<file path="config.mk">
export PLATFORM = sky130hd
export DESIGN_NAME = mxr_exec
export DESIGN_NICKNAME = d
export VERILOG_FILES = /design/src/mxr_pkg.sv /design/src/mxr_exec.sv
export SDC_FILE = /design/constraint.sdc
export NUM_CORES = 1
export LEC_CHECK = 0
export ABC_CLOCK_PERIOD_IN_PS = 2600
export BUFFER_PORTS_ARGS = -buffer_cell sky130_fd_sc_hd__buf_2
export CORE_ASPECT_RATIO = 0.75
export CORE_MARGIN = 5
export CORE_UTILIZATION = 50
export DETAILED_ROUTE_END_ITERATION = 8
export GPL_ROUTABILITY_DRIVEN = 0
export PLACE_DENSITY = 0.77
export SLEW_MARGIN = 10
export SYNTH_ARGS = -nofsm -noshare
export SYNTH_HDL_FRONTEND = slang
export SYNTH_SLANG_ARGS = --single-unit
</file>
<file path="constraint.sdc">
create_clock -name CLOCK -period 2.6 [get_ports CLOCK]
set_input_delay 0.52 -clock CLOCK [delete_from_list [all_inputs] [get_ports CLOCK]]
set_output_delay 0.52 -clock CLOCK [all_outputs]
set_load 0.005 [all_outputs]
</file>
<file path="src/mxr_pkg.sv">
// package for the return, logic and control instruction executor
package mxr_pkg;

	// operation codes presented on the instruction port
	typedef enum logic [3:0] {
		OP_NOP = 4'h0,
		OP_RETURN = 4'h1,
		OP_RET_IRQ = 4'h2,
		OP_RET_LIT = 4'h3,
		OP_ROT_L = 4'h4,
		OP_ROT_R = 4'h5,
		OP_SUB = 4'h6,
		OP_SWAP = 4'h7,
		OP_XOR_F = 4'h8,
		OP_DIR_LOAD = 4'h9,
		OP_XOR_LIT = 4'ha,
		OP_SLEEP = 4'hb
	} mxr_op_t;

	// one issued instruction
	typedef struct packed {
		mxr_op_t op;
		logic [7:0] lit;  // literal or direction register selector
		logic [4:0] faddr;  // file register address
		logic dest;  // 0 accumulator, 1 file register
	} mxr_instr_t;

	// arithmetic and power status flags
	typedef struct packed {
		logic timeout_flag;
		logic powerdown_flag;
		logic zero;
		logic digit_carry_flag;
		logic carry;
	} mxr_flags_t;

	// register bus offsets
	localparam logic [2:0] REG_ACC = 3'h0;
	localparam logic [2:0] REG_STATUS = 3'h1;
	localparam logic [2:0] REG_IRQ_CTRL = 3'h2;
	localparam logic [2:0] REG_DIR_BASE = 3'h3;
	localparam int IRQ_ENABLE_BIT = 7;
	localparam int DIR_COUNT = 3;
	localparam logic [7:0] DIR_FIRST = 8'h06;
	localparam logic [7:0] DIR_LAST = 8'h08;

	// reset values
	localparam logic [7:0] ACC_RST = 8'h00;
	localparam logic [7:0] DIR_RST = 8'hff;
	localparam mxr_flags_t FLAGS_RST = 5'h18;
	localparam logic DEST_ACC = 1'b0;

endpackage

</file>
<file path="src/mxr_exec.sv">
// executor for return, register logic and control instructions
// Notes on behaviour
// - irq return reloads pc, enables irqs, two cycles
// - literal return: literal to acc, pc from stack
// - plain return: pc from stack, two cycles
// - dest 0 writes acc, 1 writes file
// - rotate left through carry, carry only
// - rotate right through carry, carry only
// - sleep clears watchdog, halts core
// - sleep sets timeout, clears powerdown flag
// - file minus acc, updates carry, digit carry, zero
// - swap nibbles to destination, no flags
// - xor acc with file, zero flag only
// - direction load from acc, selector 6..8
// - xor literal into acc, zero flag
`timescale 1ns/1ps

module mxr_exec #(
	parameter int PC_W = 11
) (
	input wire logic CLOCK,
	input wire logic SYS_RST,
	input wire logic INSTR_VALID,
	input wire mxr_pkg::mxr_instr_t INSTR,
	input wire logic [7:0] FILE_RDATA,
	input wire logic [PC_W-1:0] STACK_TOP,
	input wire logic WAKE,
	input wire logic [2:0] BUS_ADDR,
	input wire logic [7:0] BUS_WDATA,
	input wire logic BUS_WR,
	input wire logic BUS_RD,
	output logic [7:0] BUS_RDATA,
	output logic BUSY,
	output logic SLEEPING,
	output logic PC_LOAD,
	output logic [PC_W-1:0] PC_VALUE,
	output logic FILE_WE,
	output logic [4:0] FILE_WADDR,
	output logic [7:0] FILE_WDATA,
	output logic WATCHDOG_CLEAR,
	output logic [7:0] ACC,
	output mxr_pkg::mxr_flags_t FLAGS,
	output logic GLOBAL_IRQ_ENABLE,
	output logic [mxr_pkg::DIR_COUNT-1:0][7:0] PIN_DIR
);

	////////////////////////////////////////////////////////////////////////////
	// state

	// whole module state in one record
	typedef struct packed {
		logic [7:0] acc;
		mxr_pkg::mxr_flags_t flags;
		logic global_irq_enable;
		logic [mxr_pkg::DIR_COUNT-1:0][7:0] dir;
		logic busy;  // second cycle of a return
		logic sleep;  // core halted
		logic pc_load;
		logic [PC_W-1:0] pc;
		logic fwe;
		logic [4:0] faddr;
		logic [7:0] fdata;
		logic watchdog_clr;
		logic [7:0] rdata;
	} mxr_state_t;

	mxr_state_t st_q;
	mxr_state_t st_d;

	// zero test shared by several operations
	function automatic logic is_zero(input logic [7:0] v);
		return v == 8'h00;
	endfunction

	// direction selector decode, valid only for 6, 7 or 8
	function automatic logic dir_hit(input logic [7:0] sel, input logic [7:0] idx);
		return (sel >= mxr_pkg::DIR_FIRST) && (sel <= mxr_pkg::DIR_LAST)
			&& (sel - mxr_pkg::DIR_FIRST == idx);
	endfunction

	// instruction accepted only when idle and awake
	logic take;
	assign take = INSTR_VALID && !st_q.busy && !st_q.sleep;

	// nine-bit sum gives borrow-free carry for subtract
	logic [8:0] sub_full;
	logic [4:0] sub_low;
	assign sub_full = {1'b0, FILE_RDATA} + {1'b0, ~st_q.acc} + 9'h001;
	assign sub_low = {1'b0, FILE_RDATA[3:0]} + {1'b0, ~st_q.acc[3:0]} + 5'h01;

	////////////////////////////////////////////////////////////////////////////
	// next state

	// bus writes first, instructions override the same field after
	always_comb begin
		logic [7:0] res;
		logic wr_res;
		res = 8'h00;
		wr_res = 1'b0;
		st_d = st_q;
		st_d.pc_load = 1'b0;
		st_d.fwe = 1'b0;
		st_d.watchdog_clr = 1'b0;
		st_d.busy = 1'b0;
		st_d.rdata = 8'h00;
		// register reads, unmapped offsets read zero
		if (BUS_RD) begin
			case (BUS_ADDR)
				mxr_pkg::REG_ACC: st_d.rdata = st_q.acc;
				mxr_pkg::REG_STATUS: st_d.rdata = {3'h0, st_q.flags};
				mxr_pkg::REG_IRQ_CTRL: st_d.rdata = {st_q.global_irq_enable, 7'h00};
				default: begin
					for (int i = 0; i < mxr_pkg::DIR_COUNT; i++) begin
						if (BUS_ADDR == mxr_pkg::REG_DIR_BASE + 3'(i)) begin
							st_d.rdata = st_q.dir[i];
						end
					end
				end
			endcase
		end
		// register writes
		if (BUS_WR) begin
			case (BUS_ADDR)
				mxr_pkg::REG_ACC: st_d.acc = BUS_WDATA;
				mxr_pkg::REG_STATUS: st_d.flags = BUS_WDATA[4:0];
				mxr_pkg::REG_IRQ_CTRL: st_d.global_irq_enable = BUS_WDATA[mxr_pkg::IRQ_ENABLE_BIT];
				default: begin
					for (int i = 0; i < mxr_pkg::DIR_COUNT; i++) begin
						if (BUS_ADDR == mxr_pkg::REG_DIR_BASE + 3'(i)) begin
							st_d.dir[i] = BUS_WDATA;
						end
					end
				end
			endcase
		end
		// wake request releases the halted core
		if (st_q.sleep && WAKE) begin
			st_d.sleep = 1'b0;
		end
		// instruction execution
		if (take) begin
			case (INSTR.op)
				mxr_pkg::OP_RETURN: begin
					st_d.pc_load = 1'b1;
					st_d.pc = STACK_TOP;
					st_d.busy = 1'b1;
				end
				mxr_pkg::OP_RET_IRQ: begin
					st_d.pc_load = 1'b1;
					st_d.pc = STACK_TOP;
					st_d.busy = 1'b1;
					st_d.global_irq_enable = 1'b1;
				end
				mxr_pkg::OP_RET_LIT: begin
					st_d.pc_load = 1'b1;
					st_d.pc = STACK_TOP;
					st_d.busy = 1'b1;
					st_d.acc = INSTR.lit;
				end
				mxr_pkg::OP_ROT_L: begin
					res = {FILE_RDATA[6:0], st_q.flags.carry};
					st_d.flags.carry = FILE_RDATA[7];
					wr_res = 1'b1;
				end
				mxr_pkg::OP_ROT_R: begin
					res = {st_q.flags.carry, FILE_RDATA[7:1]};
					st_d.flags.carry = FILE_RDATA[0];
					wr_res = 1'b1;
				end
				mxr_pkg::OP_SUB: begin
					res = sub_full[7:0];
					st_d.flags.carry = sub_full[8];
					st_d.flags.digit_carry_flag = sub_low[4];
					st_d.flags.zero = is_zero(sub_full[7:0]);
					wr_res = 1'b1;
				end
				mxr_pkg::OP_SWAP: begin
					res = {FILE_RDATA[3:0], FILE_RDATA[7:4]};
					wr_res = 1'b1;
				end
				mxr_pkg::OP_XOR_F: begin
					res = FILE_RDATA ^ st_q.acc;
					st_d.flags.zero = is_zero(res);
					wr_res = 1'b1;
				end
				mxr_pkg::OP_DIR_LOAD: begin
					// selectors other than 6..8 do nothing
					for (int i = 0; i < mxr_pkg::DIR_COUNT; i++) begin
						if (dir_hit(INSTR.lit, 8'(i))) begin
							st_d.dir[i] = st_q.acc;
						end
					end
				end
				mxr_pkg::OP_XOR_LIT: begin
					st_d.acc = st_q.acc ^ INSTR.lit;
					st_d.flags.zero = is_zero(st_q.acc ^ INSTR.lit);
				end
				mxr_pkg::OP_SLEEP: begin
					st_d.watchdog_clr = 1'b1;
					st_d.sleep = 1'b1;
					st_d.flags.timeout_flag = 1'b1;
					st_d.flags.powerdown_flag = 1'b0;
				end
				default: begin
				end
			endcase
			// destination select for file operand results
			if (wr_res) begin
				if (INSTR.dest == mxr_pkg::DEST_ACC) begin
					st_d.acc = res;
				end else begin
					st_d.fwe = 1'b1;
					st_d.faddr = INSTR.faddr;
					st_d.fdata = res;
				end
			end
		end
	end

	// state register
	always_ff @(posedge CLOCK or posedge SYS_RST) begin
		if (SYS_RST) begin
			st_q <= '0;
			st_q.acc <= mxr_pkg::ACC_RST;
			st_q.flags <= mxr_pkg::FLAGS_RST;
			st_q.dir <= {mxr_pkg::DIR_COUNT{mxr_pkg::DIR_RST}};
		end else begin
			st_q <= st_d;
		end
	end

	////////////////////////////////////////////////////////////////////////////
	// outputs, all from the state register

	assign BUS_RDATA = st_q.rdata;
	assign BUSY = st_q.busy;
	assign SLEEPING = st_q.sleep;
	assign PC_LOAD = st_q.pc_load;
	assign PC_VALUE = st_q.pc;
	assign FILE_WE = st_q.fwe;
	assign FILE_WADDR = st_q.faddr;
	assign FILE_WDATA = st_q.fdata;
	assign WATCHDOG_CLEAR = st_q.watchdog_clr;
	assign ACC = st_q.acc;
	assign FLAGS = st_q.flags;
	assign GLOBAL_IRQ_ENABLE = st_q.global_irq_enable;
	assign PIN_DIR = st_q.dir;

	////////////////////////////////////////////////////////////////////////////
	// checks

	a_ret_irq_enable: assert property (@(posedge CLOCK) disable iff (SYS_RST)
		take && INSTR.op == mxr_pkg::OP_RET_IRQ |=> GLOBAL_IRQ_ENABLE && PC_LOAD
		&& PC_VALUE == $past(STACK_TOP) && FLAGS == $past(FLAGS) ##1 !BUSY)
		else $error("irq return did not reload pc and enable irqs");

	a_ret_lit_acc: assert property (@(posedge CLOCK) disable iff (SYS_RST)
		take && INSTR.op == mxr_pkg::OP_RET_LIT |=> ACC == $past(INSTR.lit)
		&& PC_LOAD && FLAGS == $past(FLAGS))
		else $error("literal return did not load acc");

	a_ret_two_cycles: assert property (@(posedge CLOCK) disable iff (SYS_RST)
		take && INSTR.op == mxr_pkg::OP_RETURN |=> BUSY && PC_LOAD ##1 !BUSY && !PC_LOAD)
		else $error("return did not take two cycles");

	a_dest_file: assert property (@(posedge CLOCK) disable iff (SYS_RST)
		take && INSTR.op == mxr_pkg::OP_SWAP |=> FILE_WE == $past(INSTR.dest)
		&& (FILE_WE || ACC == {$past(FILE_RDATA[3:0]), $past(FILE_RDATA[7:4])}))
		else $error("destination select wrong");

	a_rot_left: assert property (@(posedge CLOCK) disable iff (SYS_RST)
		take && INSTR.op == mxr_pkg::OP_ROT_L && INSTR.dest |=>
		FILE_WDATA == {$past(FILE_RDATA[6:0]), $past(FLAGS.carry)}
		&& FLAGS.carry == $past(FILE_RDATA[7]) && FLAGS.zero == $past(FLAGS.zero))
		else $error("rotate left wrong");

	a_rot_right: assert property (@(posedge CLOCK) disable iff (SYS_RST)
		take && INSTR.op == mxr_pkg::OP_ROT_R && INSTR.dest |=>
		FILE_WDATA == {$past(FLAGS.carry), $past(FILE_RDATA[7:1])}
		&& FLAGS.carry == $past(FILE_RDATA[0]))
		else $error("rotate right wrong");

	a_sleep_halt: assert property (@(posedge CLOCK) disable iff (SYS_RST)
		take && INSTR.op == mxr_pkg::OP_SLEEP ##1 !WAKE |=> WATCHDOG_CLEAR == 1'b0 && SLEEPING)
		else $error("sleep did not halt");

	a_sleep_flags: assert property (@(posedge CLOCK) disable iff (SYS_RST)
		take && INSTR.op == mxr_pkg::OP_SLEEP |=> WATCHDOG_CLEAR && FLAGS.timeout_flag
		&& !FLAGS.powerdown_flag && FLAGS.carry == $past(FLAGS.carry))
		else $error("sleep status flags wrong");

	a_sub_carry: assert property (@(posedge CLOCK) disable iff (SYS_RST)
		take && INSTR.op == mxr_pkg::OP_SUB |=>
		FLAGS.carry == ($past(FILE_RDATA) >= $past(ACC))
		&& FLAGS.zero == ($past(FILE_RDATA) == $past(ACC)))
		else $error("subtract flags wrong");

	a_swap_flags: assert property (@(posedge CLOCK) disable iff (SYS_RST)
		take && INSTR.op == mxr_pkg::OP_SWAP |=> FLAGS == $past(FLAGS))
		else $error("swap changed flags");

	a_xor_file: assert property (@(posedge CLOCK) disable iff (SYS_RST)
		take && INSTR.op == mxr_pkg::OP_XOR_F && !INSTR.dest |=>
		ACC == ($past(ACC) ^ $past(FILE_RDATA)) && FLAGS.zero == (ACC == 8'h00)
		&& FLAGS.carry == $past(FLAGS.carry))
		else $error("file xor wrong");

	a_dir_load: assert property (@(posedge CLOCK) disable iff (SYS_RST)
		take && INSTR.op == mxr_pkg::OP_DIR_LOAD && INSTR.lit == 8'h07 |=>
		PIN_DIR[1] == $past(ACC) && PIN_DIR[0] == $past(PIN_DIR[0]))
		else $error("direction load wrong");

	a_xor_lit: assert property (@(posedge CLOCK) disable iff (SYS_RST)
		take && INSTR.op == mxr_pkg::OP_XOR_LIT |=>
		ACC == ($past(ACC) ^ $past(INSTR.lit)) && FLAGS.zero == (ACC == 8'h00))
		else $error("literal xor wrong");

endmodule // mxr_exec

</file>
# Word-level counts from Yosys, hierarchy flattened
# Cells that the tools add are included.
# Widths: inputs -> output; s select.
[word_totals]
ram_bits = 0
latch_bits = 0
input_bits = 54
wordCells = 103
romBits = 0
regBits = 75
out_inout_bits = 75
mem_count = 0
[classes]
n_div = 0
reduce_logical = 19
mul = 0
n_bitwise = 4
shift = 0
n_eq_ne = 18
magnitude_cmp = 2
n_mux = 36
add_sub_neg = 5
[ops]
columns = ["op", "count"]
rows = [
  ["$mux 8", 13],
  ["$mux 67", 1],
  ["$mux 24", 2],
  ["$pmux 8 s5", 1],
  ["$mux 38", 1],
  ["$logic_not 8->1", 4],
  ["$mux 14", 2],
  ["$pmux 8 s3", 1],
  ["$eq 4x3->1 const B", 4],
  ["$eq 4x4->1 const B", 4],
  ["$pmux 8 s2", 1],
  ["$xor 8x8->8", 2],
  ["$mux 12", 1],
  ["$add 8x8->9", 1],
  ["$add 9x1->9 const B", 1],
  ["$mux 1", 9],
  ["$eq 4x2->1 const B", 2],
  ["$eq 8x1->1 const B", 1],
  ["$eq 8x2->1 const B", 1],
  ["$ge 8x3->1 const B", 1],
  ["$le 8x4->1 const B", 1],
  ["$not 8->8", 1],
  ["$sub 8x3->8 const B", 1],
  ["$logic_and 1x1->1", 7],
  ["16 further kinds", 21],
]

# Logic depth before layout (Yosys ltp)
[logic_depth]
ltp_word = 8
ltp_mapped = 10
mapped_depth_nobuf = 10

# Worst setup path before layout
# OpenSTA, ideal clock, no wires.
[synth_timing]
path_kind = "input to register"
start = "input port FILE_RDATA[0]"
end = "register st_q, in the netlist FLAGS[2]"
path_stages = 8
path_buffers = 0
t_arrival_ns = 2.126
t_required_ns = 2.496
setup_slack_ns = 0.371
setup_time_ns = 0.104
path_cell_list = "inv_1 ha_1 inv_1 fa_1 or3_1 nor4b_2 o221ai_1 o41ai_2"
[synth_lines]
columns = ["item", "line", "text"]
rows = [
  ["from (decl)", "mxr_exec.sv:25", "input wire logic [7:0] FILE_RDATA,"],
  ["to (signal assigned)", "mxr_exec.sv:228", "st_q <= st_d;"],
  ["to (decl)", "mxr_exec.sv:67", "mxr_state_t st_q;"],
]

==> impl_metrics.toml <==
[detailed_routing]
firstDrtPassIters = 5
vias_per_cell = 5.77
drt_iter0_drc = 553
routedWlPerCell_um = 18.2
detail-route-antenna-nets = 0
totalWireLength_um = 14300
drc = 0
vias = 4533

[global_routing]
gr-max-usage-layer = "met2"
grt_use_total_pct = 26.2
grt_pass1_vias = 4402
grt_use_met2_pct = 39.8
antenna_found_initial = 0
met1_usage_pct = 36.1
grt-ovfl-total = 0
grt_start_max_net_pins = 48
grt_pass1_wl_um = 23100
use_met3_pct = 8.30

[clocking]
clk_latency_ns = 0.34
cts.sinks = 74
ctsHoldBuffers = 0
clk_path_buf_depth = 2
postCtsResizedCells = 0
postCtsSetupRepairBufs = 0
cts.htree.levels = 3
numCtsBuffers = 9
cts-root-buf = "clkbuf_16"
tritoncts = "yes"
path_clk_slew_ns = 0.06

[worst_setup_path]
cp_max_fo = 6
cp.arrival_ns = 2.62
crit_required_ns = 2.80
rrSetupSlack_ns = 0.19
cp_slowest_stage_delay_ns = 0.48
endpoint_kind = "flop"
cpMaxStageDelayCell = "dfrtp_1"
crit_type = "reg -> reg"
critPathLaunchType = "flop"
crit_chain = "inv_1 -> ha_1 -> nand3b_1 -> a21boi_0 -> o22ai_1 -> xnor2_1 -> a21oi_1 -> o221ai_1"
crit-reg2reg-launch = "ACC[1]"
startpoint = "ACC[1]"

[timing]
fin_skew_ns = 0.00674
fin_crit_ns = 2.41
rsz0062_at_grt = "false"
slew_headroom_pct = 50.6
timing.final.crit_share_pct = 92.9
setup_violations = 0
fin_ws_ns = 0.186
setup_tns_ns = 0
whs_ns = 0.245
max_freq_ghz = 0.414
final_hold_viol_count = 0
slew_violations = 0
worst_slew_pin_slew_ns = 0.722

[synth]
synthMuxAreaShare_pct = 10.4
synth-compound-area-share_pct = 18.4
synth_nets = 598
avgSynthCellArea_sq_um = 8.58
synth_seq_cells = 74
yosys_warnings = 0
ys.flop_type = "dfrtp_1"
synth_top_family_by_area = "simple AND/OR/NAND/NOR gates"
synth-edff-count = 0
synth.distinct_cells = 57
yosysSeqAreaShare_pct = 41.2
netlist_area_sq_mm = 0.00457
synth_cells = 533
yosys.area_share.simple_pct = 20.7
async_reset_ff_share_pct = 100
synthAdderAreaFrac_pct = 3.17
synth_xor_area_share_pct = 2.11

[layout]
drive_gt1_share_pct = 31.5
layout.nets = 733
diodes = 0
nFillCells = 763
syn2layout_area_growth_pct = 25.7
final_cell_area_sq_mm = 0.00575

[floorplan]
die_area_sq_mm = 0.0112
num_rows = 30
ios = 129
die_x_um = 120
core_sq_mm = 0.00897
die_height_um = 92.8
start_util_pct = 51.0

[power_and_ir_drop]
ir_drop_mv = 0.474
leakagePower_nw = 2.87
power_density_mw_per_mm2 = 763

[placement]
portBuffers = 128
dp_hpwl_um = 10900
place_ws_ns = 0.0760
dpl-instance-area_sq_mm = 0.00543

[run]
max-cap-violations = 0

[min_path]
hp-class = "in -> async"

[status]
outcome = "complete, no violations"
-- where the power goes --
| part | leakage, nW | internal, mW | switching, mW |
|---|---|---|---|
| Combinational | 1.83 | 0.618 | 0.780 |
| Sequential | 0.892 | 1.45 | 0.188 |
| Clock | 0.153 | 0.871 | 0.484 |
-- state kept, by name, summed over array words and instances (netlist names) --
name / cells
PIN_DIR: 24
PC_VALUE: 11
ACC: 8
BUS_RDATA: 8
FILE_WDATA: 8
FILE_WADDR: 5
FLAGS: 5
BUSY: 1
FILE_WE: 1
GLOBAL_IRQ_ENABLE: 1
SLEEPING: 1
WATCHDOG_CLEAR: 1
-- path summary, 6_finish.rpt --
check | endpoint | cells past startpoint
worst max-delay path | ACC[5] | 8
worst min-delay path | PC_VALUE[1] | 2
worst max register to register | ACC[5] | 8
worst min register to register | FILE_WADDR[1] | 2
max in group asynchronous | PIN_DIR[9] | 3
min in group CLOCK | SLEEPING | 2
-- metrics by stage --
stage	std cells	power (mW)	utilization (%)
CTS	785	4.39	64.1
global placement	769	2.98	60.5
finish	785	4.39	64.1
global route	785	4.64	64.1
floorplan	533	2.40	-
detailed placement	769	3.03	60.5
-- layout by cell type, fill, tap and decap left out, types with 3 or more instances in the layout --
| cell | count |
|---|---|
| a21oi_1 | 57 |
| a22o_1 | 6 |
| a22oi_1 | 5 |
| a31oi_1 | 4 |
| and2_1 | 4 |
| and3_1 | 5 |
| buf_2 | 128 |
| buf_4 | 23 |
| clkbuf_16 | 9 |
| dfrtp_1 | 48 |
| dfstp_2 | 26 |
| ha_1 | 10 |
| inv_1 | 17 |
| mux2_2 | 9 |
| mux2i_1 | 35 |
| nand2_1 | 89 |
| nand2b_1 | 5 |
| nand3_1 | 7 |
| nand4_1 | 3 |
| nor2_1 | 59 |
| nor2b_1 | 12 |
| nor3_1 | 6 |
| o21ai_0 | 28 |
| o221ai_1 | 6 |
| o22a_1 | 3 |
| o22ai_1 | 14 |
| or2_2 | 3 |
| xnor2_1 | 3 |
| xor2_1 | 8 |
-- kinds of logic (layout without fill, tap and decap cells) --
kind of cell,count (synthesis),after routing
AO/OA/AOI/OAI,138,138
XOR/XNOR,11,11
flip-flops,74,74
buffers and inverters,46,186
AND/OR/NAND/NOR,208,208
multiplexers,45,45
adder cells (fa/ha/maj),11,11
-- critical path, delay by kind of cell, from the launching register on --
kind	cells	cell delay, ns
fa+ha+maj	1	0.36
compound gates	4	0.98
simple gates	1	0.12
flops	1	0.48
xor+xnor	1	0.16
buf+inv	1	0.18
-- synth_stat cells, types with 7 or more instances --
cell type  count  area, sq um
nand2_1       89          334
nor2_1        59          221
a21oi_1       57          285
dfrtp_1       48         1200
mux2i_1       35          350
o21ai_0       28          140
dfstp_2       26          683
inv_1         18         67.6
clkbuf_1      16         60.1
o22ai_1       14         87.6
nor2b_1       12         75.1
ha_1          10          125
buf_2          9         45.0
mux2_2         9          101
xor2_1         8         70.1
nand3_1        7         35.0
-- metal layers --
| metal | vias to the layer above | share of wire, % |
|---|---|---|
| met1 | 2100 | 43 |
| met3 | 39 | 11 |
| met4 | 0 | 2.7 |
| met5 | - | 0 |
| li1 | 2146 | - |
| met2 | 248 | 44 |
-- layout make-up --
type	count	area (sq um)	share of cell area, %
repair buffers	152	833	14.5
multi-input cells	413	2500	43.5
clock inverters	4	76.3	1.33
clock buffers	12	246	4.29
inverters	18	67.6	1.17
flip-flops and latches	74	1880	32.8
well taps	112	140	2.44
Note: power is estimated with default switching activity, not from simulation.
